$ cat src/strc_pkg.sv
// Shared constants and carrier types for the system tick reload and live-count block.
package strc_pkg;

   // Width of the counter and of the register data path.
   localparam int unsigned COUNT_W = 24;
   localparam int unsigned DATA_W  = 32;
   localparam int unsigned ADDR_W  = 8;

   // Register byte offsets within the timer window.
   localparam logic [7:0] OFS_CTRL    = 8'h10;  // Control/status, kept outside this block.
   localparam logic [7:0] OFS_RESTART = 8'h14;  // Restart value.
   localparam logic [7:0] OFS_LIVE    = 8'h18;  // Live count.
   localparam logic [7:0] OFS_CALIB   = 8'h1c;  // Calibration slot, not implemented.

   // Field positions of the count fields.
   localparam int unsigned COUNT_LSB = 0;
   localparam int unsigned COUNT_MSB = 23;

   // Reset values.
   localparam logic [23:0] RESTART_RST = 24'h000000;
   localparam logic [23:0] LIVE_RST    = 24'h000000;
   localparam logic [31:0] RDATA_RST   = 32'h00000000;

   // One register access request, sampled on a clock edge.
   typedef struct packed {
      logic        wr;     // Write strobe, one cycle.
      logic        rd;     // Read strobe, one cycle.
      logic [7:0]  addr;   // Byte offset.
      logic [31:0] wdata;  // Write data.
   } strc_req_t;

   // Timer control levels supplied by the control/status register.
   typedef struct packed {
      logic enable;        // Counter runs while high.
      logic tick_irq_en;   // Zero events pend the tick exception.
   } strc_ctrl_t;

endpackage

$ cat src/strc_counter.sv
// Down counter with wrap-to-restart, clear and zero-event detection.
`timescale 1ns/1ns
module strc_counter #(
   parameter int unsigned WIDTH = 24
) (
   // Clock and reset.
   input  wire logic             clock,
   input  wire logic             resetn,
   // Control.
   input  wire logic             enable,
   input  wire logic             clear,
   input  wire logic [WIDTH-1:0] restart,
   // State.
   output logic      [WIDTH-1:0] count,
   output logic                  zero_evt
);

   // Elaboration check: the count must hold at least one bit and fit the data word.
   if (WIDTH < 1 || WIDTH > 32) begin : g_bad_width
      $error("strc_counter: WIDTH must be 1 to 32.");
   end

   ////////////////////////////////////////////////////////////////////////////////
   // Next-count selection.

   wire logic             at_zero;     // Count has reached zero.
   wire logic             at_one;      // Count will reach zero on this step.
   wire logic [WIDTH-1:0] next_count;  // Value taken on the next edge.

   assign at_zero = (count == '0);
   assign at_one  = (count == WIDTH'(1));

   // A clear beats counting, so the write always lands; the restart register is
   // only looked at when the count sits at zero, so rewriting it never disturbs
   // a count already in progress. A zero restart simply leaves the count at zero.
   assign next_count = clear             ? '0 :
                       !enable           ? count :
                       at_zero           ? restart :
                       count - WIDTH'(1);

   // The event belongs to the step from one to zero; a clear suppresses it.
   assign zero_evt = enable && !clear && at_one;

   ////////////////////////////////////////////////////////////////////////////////
   // Count register.

   // The live count, reset to zero.
   always_ff @(posedge clock or negedge resetn) begin
      if (!resetn) begin
         count <= '0;
      end else begin
         count <= next_count;
      end
   end

endmodule

$ cat src/strc_tick.sv
// Restart-value and live-count registers of the system tick timer.
//
// How it works
// - Hold restart value, reload count at zero.
// - Repeating period is restart plus one clocks.
// - Zero restart: no event, no flag.
// - Upper eight bits reserved, read as zero.
// - Live read returns count at access time.
// - No read-modify-write protection on live count.
// - Any live-count write clears count to zero.
// - Live-count write also clears zero flag.
// - No calibration register; slot reads zero.
// - Decrement each clock, reload after zero.
// - Zero sets flag; pend if enabled.
// - Zero restart stops counter at wrap.
// - Clearing write never pends the exception.
`timescale 1ns/1ns
module strc_tick #(
   parameter int unsigned WIDTH = 24
) (
   // Clock and reset.
   input  wire logic                   clock,
   input  wire logic                   resetn,
   // Register access.
   input  wire strc_pkg::strc_req_t    req,
   output logic [31:0]                 rdata,
   // Control levels and flag read-clear.
   input  wire strc_pkg::strc_ctrl_t   ctrl,
   input  wire logic                   flag_rd_clr,
   // Status to the control/status register and the exception logic.
   output logic                        zero_reached_flag,
   output logic                        tick_pend
);

   // Elaboration check: the register layout fixes the count at the documented width.
   if (WIDTH != strc_pkg::COUNT_W) begin : g_bad_width
      $error("strc_tick: WIDTH must equal the 24-bit count field.");
   end

   ////////////////////////////////////////////////////////////////////////////////
   // Address decode.

   wire logic wr_restart;  // Write to the restart register.
   wire logic wr_live;     // Write to the live-count register.
   wire logic rd_restart;  // Read of the restart register.
   wire logic rd_live;     // Read of the live-count register.

   assign wr_restart = req.wr && (req.addr == strc_pkg::OFS_RESTART);
   assign wr_live    = req.wr && (req.addr == strc_pkg::OFS_LIVE);
   assign rd_restart = req.rd && (req.addr == strc_pkg::OFS_RESTART);
   assign rd_live    = req.rd && (req.addr == strc_pkg::OFS_LIVE);

   ////////////////////////////////////////////////////////////////////////////////
   // Restart value register.

   logic [WIDTH-1:0] restart;  // Value loaded into the count at each wrap.

   always_ff @(posedge clock or negedge resetn) begin
      if (!resetn) begin
         restart <= strc_pkg::RESTART_RST;
      end else if (wr_restart) begin
         restart <= req.wdata[strc_pkg::COUNT_MSB:strc_pkg::COUNT_LSB];
      end
   end

   ////////////////////////////////////////////////////////////////////////////////
   // Counter.

   wire logic [WIDTH-1:0] count;     // Live count.
   wire logic             zero_evt;  // One-to-zero step this cycle.

   strc_counter #(
      .WIDTH    (WIDTH)
   ) u_counter (
      .clock    (clock),
      .resetn   (resetn),
      .enable   (ctrl.enable),
      .clear    (wr_live),
      .restart  (restart),
      .count    (count),
      .zero_evt (zero_evt)
   );

   // no write protection
   // A live-count write lands whatever the counter is doing; software that reads,
   // edits and writes back simply clears the count, as the hardware offers no lock.

   ////////////////////////////////////////////////////////////////////////////////
   // Zero-reached flag and exception pend.

   wire logic next_flag;  // Flag value for the next edge.
   wire logic next_pend;  // Pend pulse for the next edge.

   // live write clears flag
   // A zero step in the same cycle as a read-clear keeps the flag set, so no
   // event is lost; a live write suppresses the step itself in the counter.
   assign next_flag = zero_evt || (zero_reached_flag && !flag_rd_clr && !wr_live);

   assign next_pend = zero_evt && ctrl.tick_irq_en;

   // Flag and pend registers.
   always_ff @(posedge clock or negedge resetn) begin
      if (!resetn) begin
         zero_reached_flag <= 1'b0;
         tick_pend         <= 1'b0;
      end else begin
         zero_reached_flag <= next_flag;
         tick_pend         <= next_pend;
      end
   end

   ////////////////////////////////////////////////////////////////////////////////
   // Read data.

   wire logic [31:0] next_rdata;  // Word returned for this access.

   // calibration reads zero
   // Anything other than the two registers, including the calibration slot,
   // answers with zero; the control/status word is served elsewhere.
   assign next_rdata = rd_live    ? {8'h00, count}   :
                       rd_restart ? {8'h00, restart} :
                       strc_pkg::RDATA_RST;

   // Read data register, updated on read strobes only.
   always_ff @(posedge clock or negedge resetn) begin
      if (!resetn) begin
         rdata <= strc_pkg::RDATA_RST;
      end else if (req.rd) begin
         rdata <= next_rdata;
      end
   end

   // Helper: cycles since the last zero step, and whether the run was undisturbed.
   logic [24:0] gap;    // Cycles since the previous zero step.
   logic        clean;  // No write, stall or restart change since then.
   logic        primed; // At least one zero step seen.
   always_ff @(posedge clock or negedge resetn) begin
      if (!resetn) begin
         gap    <= 25'h0000000;
         clean  <= 1'b0;
         primed <= 1'b0;
      end else if (zero_evt) begin
         gap    <= 25'h0000001;
         clean  <= 1'b1;
         primed <= 1'b1;
      end else begin
         gap    <= gap + 25'h0000001;
         clean  <= clean && ctrl.enable && !wr_live && !wr_restart;
      end
   end
endmodule

$ cat config.mk
export PLATFORM = sky130hd
export DESIGN_NAME = strc_tick
export DESIGN_NICKNAME = d
export VERILOG_FILES = /design/src/strc_pkg.sv /design/src/strc_counter.sv /design/src/strc_tick.sv
export SDC_FILE = /design/constraint.sdc
export NUM_CORES = 1
export LEC_CHECK = 0
export BUFFER_PORTS_ARGS = -buffer_cell sky130_fd_sc_hd__buf_2
export CORE_MARGIN = 8
export CORE_UTILIZATION = 50
export CTS_CLUSTER_DIAMETER = 200
export DETAILED_ROUTE_END_ITERATION = 8
export PLACE_DENSITY = 0.77
export SYNTH_ARGS = -nofsm -noshare
export SYNTH_HDL_FRONTEND = slang
export SYNTH_SLANG_ARGS = --single-unit
$ cat constraint.sdc
create_clock -name clock -period 2 [get_ports clock]
set_input_delay 0.5 -clock clock [delete_from_list [all_inputs] [get_ports clock]]
set_output_delay 0.5 -clock clock [all_outputs]
set_load 0.005 [all_outputs]
==> run_results.csv <==
group,metric,value,unit
outcome,status,"finished, violations left",
outcome,violations,"setup timing",
timing,finalCriticalPeriod,2110,ps
layout,final_layout_size_suffix_gt1_share,41.7,%
floorplan,initial_core_util,51.0,%
layout,multi_input_area,0.00198,mm2
floorplan,core-area,0.00761,mm2
layout,area_growth,31.3,%
synthesis,synth_mux_area_share,8.86,%
pwr,peakVddDrop,580,uV
timing,fin_setup_tns,-278,ps
critical_path,worst_ep_arrival_time,2400,ps
routing,drc_errors,0,
synthesis,synth-compound-area-share,20.5,%
pwr,power.switching,0.00123,W
synthesis,synth-edff-count,0,
critical_path,crit_cells,9,
critical_path,cp_top_family,"simple AND/OR/NAND/NOR gates",
global_routing,grt_pass1_vias,3813,
synthesis,ys_ff_latch,74,
critical_path,critPathRequiredTime,2290,ps
clock_network,clock-sinks,74,
routing,drt-total-wl,11.4,mm
layout,instances_no_fill,610,
global_routing,antenna_found_initial,0,
floorplan,die_height,104,um
clock_network,htreeDepth,3,
pwr,p_per_area,811,mW/mm2
layout,n_antenna_cell,0,
layout,final_nets,553,
synthesis,ys_seq_area_share,47.7,%
floorplan,boundaryPins,81,
clock_network,cts_buffers,9,
place,portBuffers,64,
synthesis,syn-cell-area,0.00388,mm2
synthesis,synth_xor_area_share,0,%
routing,detail_route.wl_per_cell,18.7,um
synthesis,yosys.area_share.simple,16.1,%
synthesis,synth_top_family_by_area,"compound AO/OA/AOI/OAI gates",
timing,max_slew_margin,40.9,%
routing,firstDrtPassIters,5,
floorplan,num_rows,32,
timing,hold_viol,0,
critical_path,cp_slowest_cell,"or4_1",
pwr,power.leakage,2.32,nW
pwr,p_clk_share,32.0,%
routing,ant_nets,0,
layout,fillers,604,
timing,tightest_slew,886,ps
layout,regArea,0.00185,mm2
timing,setup_viol,7,
global_routing,grt_max_degree,75,
place,dpl.hpwl,7.92,mm
critical_path,critPathKind,"reg2reg",
critical_path,worstSetupEndpointType,"flip-flop",
place,place_congestion,0.955,
synthesis,synthArstFlopShare,100,%
global_routing,gr-total-overflow,0,
routing,drt_first_iter_violations,250,
pwr,pwr-share-seq,44.1,%
place,dp_cells,591,
critical_path,r2r_slack,-110,ps
critical_path,crit_fanout,9,
clock_network,clk_pin_slew_worst_paths,80,ps
clock_network,cts_buffer_depth,2,
clock_network,worstSkewPairLatency,350,ps
routing,vias_per_cell,6.08,
critical_path,r2r-start,"u_counter.count[1]",
critical_path,path_buf_inv,3,
synthesis,synth_cell_types,48,
timing,drv_slew,0,
pwr,p_comb_share,23.9,%
timing,fin_crit_sh,106,%
synthesis,avgSynthCellArea,10.0,um2
job,drv_cap,0,
synthesis,synth_cells,387,
timing,final.setup.worst_slack,-111,ps
critical_path,path_cells,"inv_1, ha_1, nor2b_1, and4_1, and2_4, buf_6, buf_4, or4_1, nand3_1",
routing,vias,3709,
timing,rsz0062_at_grt,"true",
worst_hold_path,hold_path.class,"in2async",
synthesis,synth_flop_cell,"dfrtp_1",
critical_path,worstRegToRegCells,9,
floorplan,fp.dieW,104,um
timing,clock_skew,9.72,ps
pwr,netSwitchingFraction,29.8,%
synthesis,synthAdderAreaFrac,0.967,%
floorplan,die_area,0.0108,mm2
pwr,power.internal,0.00290,W
timing,fmax,474,MHz
clock_network,hold_buffers,0,
critical_path,startpoint,"u_counter.count[1]",
critical_path,max_stage_delay,530,ps
global_routing,grt_pass1_wl,18.8,mm
global_routing,grt_util_all_layers,21.1,%
clock_network,cts_root_buf,"clkbuf_8",
critical_path,start_kind,"flip-flop",
synthesis,yosysWarnings,0,
clock_network,cts_tree,"built",
## Yosys cell counts, types with 4 or more instances
cell type	n	share of area (%)
a21oi_1	39	5.0
a22oi_1	25	4.8
a32o_1	8	2.1
buf_2	7	0.90
buf_4	9	1.7
clkbuf_1	19	1.8
dfrtp_1	74	48
mux2_2	27	7.8
mux2i_1	4	1.0
nand2_1	18	1.7
nand3_1	10	1.3
nand4_1	5	0.81
nor2_1	32	3.1
nor3_1	13	1.7
nor4_1	8	1.3
o21ai_0	11	1.4
o22ai_1	9	1.5
o31ai_1	7	1.4
o41ai_1	4	0.90
or3_1	6	0.97
## power groups by stage
stage / Sequential (W) / Clock [W] / Combinational, W
final: 0.00183 / 0.00132 / 0.000988
after CTS: 0.00181 / 0.00134 / 0.000941
after floorplan: 0.00180 / 0 / 0.000427
after global routing: 0.00184 / 0.00140 / 0.00106
after global placement: 0.00182 / 0 / 0.000841
after detailed placement: 0.00183 / 0 / 0.000870
## placed cells by master (no fill, tap or decap), types with 5 or more instances in the layout
| master | instances |
|---|---|
| a21oi_1 | 38 |
| a22oi_1 | 25 |
| a32o_1 | 8 |
| buf_2 | 64 |
| buf_4 | 67 |
| buf_6 | 5 |
| clkbuf_8 | 10 |
| conb_1 | 8 |
| dfrtp_1 | 73 |
| mux2_2 | 27 |
| nand2_1 | 16 |
| nand3_1 | 10 |
| nand4_1 | 5 |
| nor2_1 | 32 |
| nor3_1 | 8 |
| nor3_2 | 7 |
| o21ai_0 | 10 |
| o22ai_1 | 8 |
| o31ai_1 | 6 |
| or3_1 | 6 |
## worst register-to-register path: stages (launching register included)
cell	delay, ps
dfrtp_1	430
inv_1	90
ha_1	180
nor2b_1	130
and4_1	160
and2_4	160
buf_6	130
buf_4	150
or4_1	530
nand3_1	90
## stage by stage
step	util (%)	total power, W	setup WS [ps]	area, um2	hold WS [ps]
finish	67.0	0.00413	-111	5100	165
global route	67.0	0.00431	-189	5100	203
detailed placement	61.5	0.00270	-185	4680	507
floorplan	-	0.00223	-14.7	3910	204
CTS	65.9	0.00409	-91.9	5010	181
global placement	61.5	0.00266	-143	4680	497
## path summary, 6_finish.rpt
check	end
worst max-delay path	u_counter.count[23]
worst min-delay path	rdata[9]
max in group asynchronous	u_counter.count[2]
worst min register to register	rdata[9]
min in group clock	restart[7]
worst max register to register	u_counter.count[23]
## per-layer routing
layer	up-vias	global-route usage [%]	share of wire (%)	routed length [um]
met2	184	35.1	49	5530
met5	-	0	0	0
met3	36	5.45	8.1	922
met1	1806	25.2	41	4640
met4	0	9.00	2.6	291
li1	1683	-	-	-
## repair_timing
action,CTS,global route
gates resized for setup,17,18
pin swaps,3,7
buffers inserted,2,1
setup endpoints to repair,15,19
## layout make-up
| class | instances | area share [%] |
|---|---|---|
| Inverter | 3 | 0.221 |
| Multi-Input combinational cell | 278 | 38.8 |
| Sequential cell | 74 | 36.4 |
| Timing Repair Buffer | 137 | 17.7 |
| Clock inverter | 6 | 1.74 |
| Clock buffer | 10 | 2.70 |
| Tap cell | 102 | 2.50 |
## state kept, by name (all words and copies together), names as in the netlist
register and cells:
rdata 24, tick_pend 1, u_counter.count 24, zero_reached_flag 1, restart 24
## cells by family (layout without fill, tap and decap cells)
| group | after synthesis | count (layout) |
|---|---|---|
| AOI/OAI and AO/OA | 119 | 119 |
| adders and majority gates | 3 | 3 |
| buffers and inverters | 42 | 156 |
| DFF | 74 | 74 |
| muxes | 31 | 31 |
| other | 1 | 8 |
| and+or+nand+nor | 117 | 117 |
(Power assumes the default switching activity.)
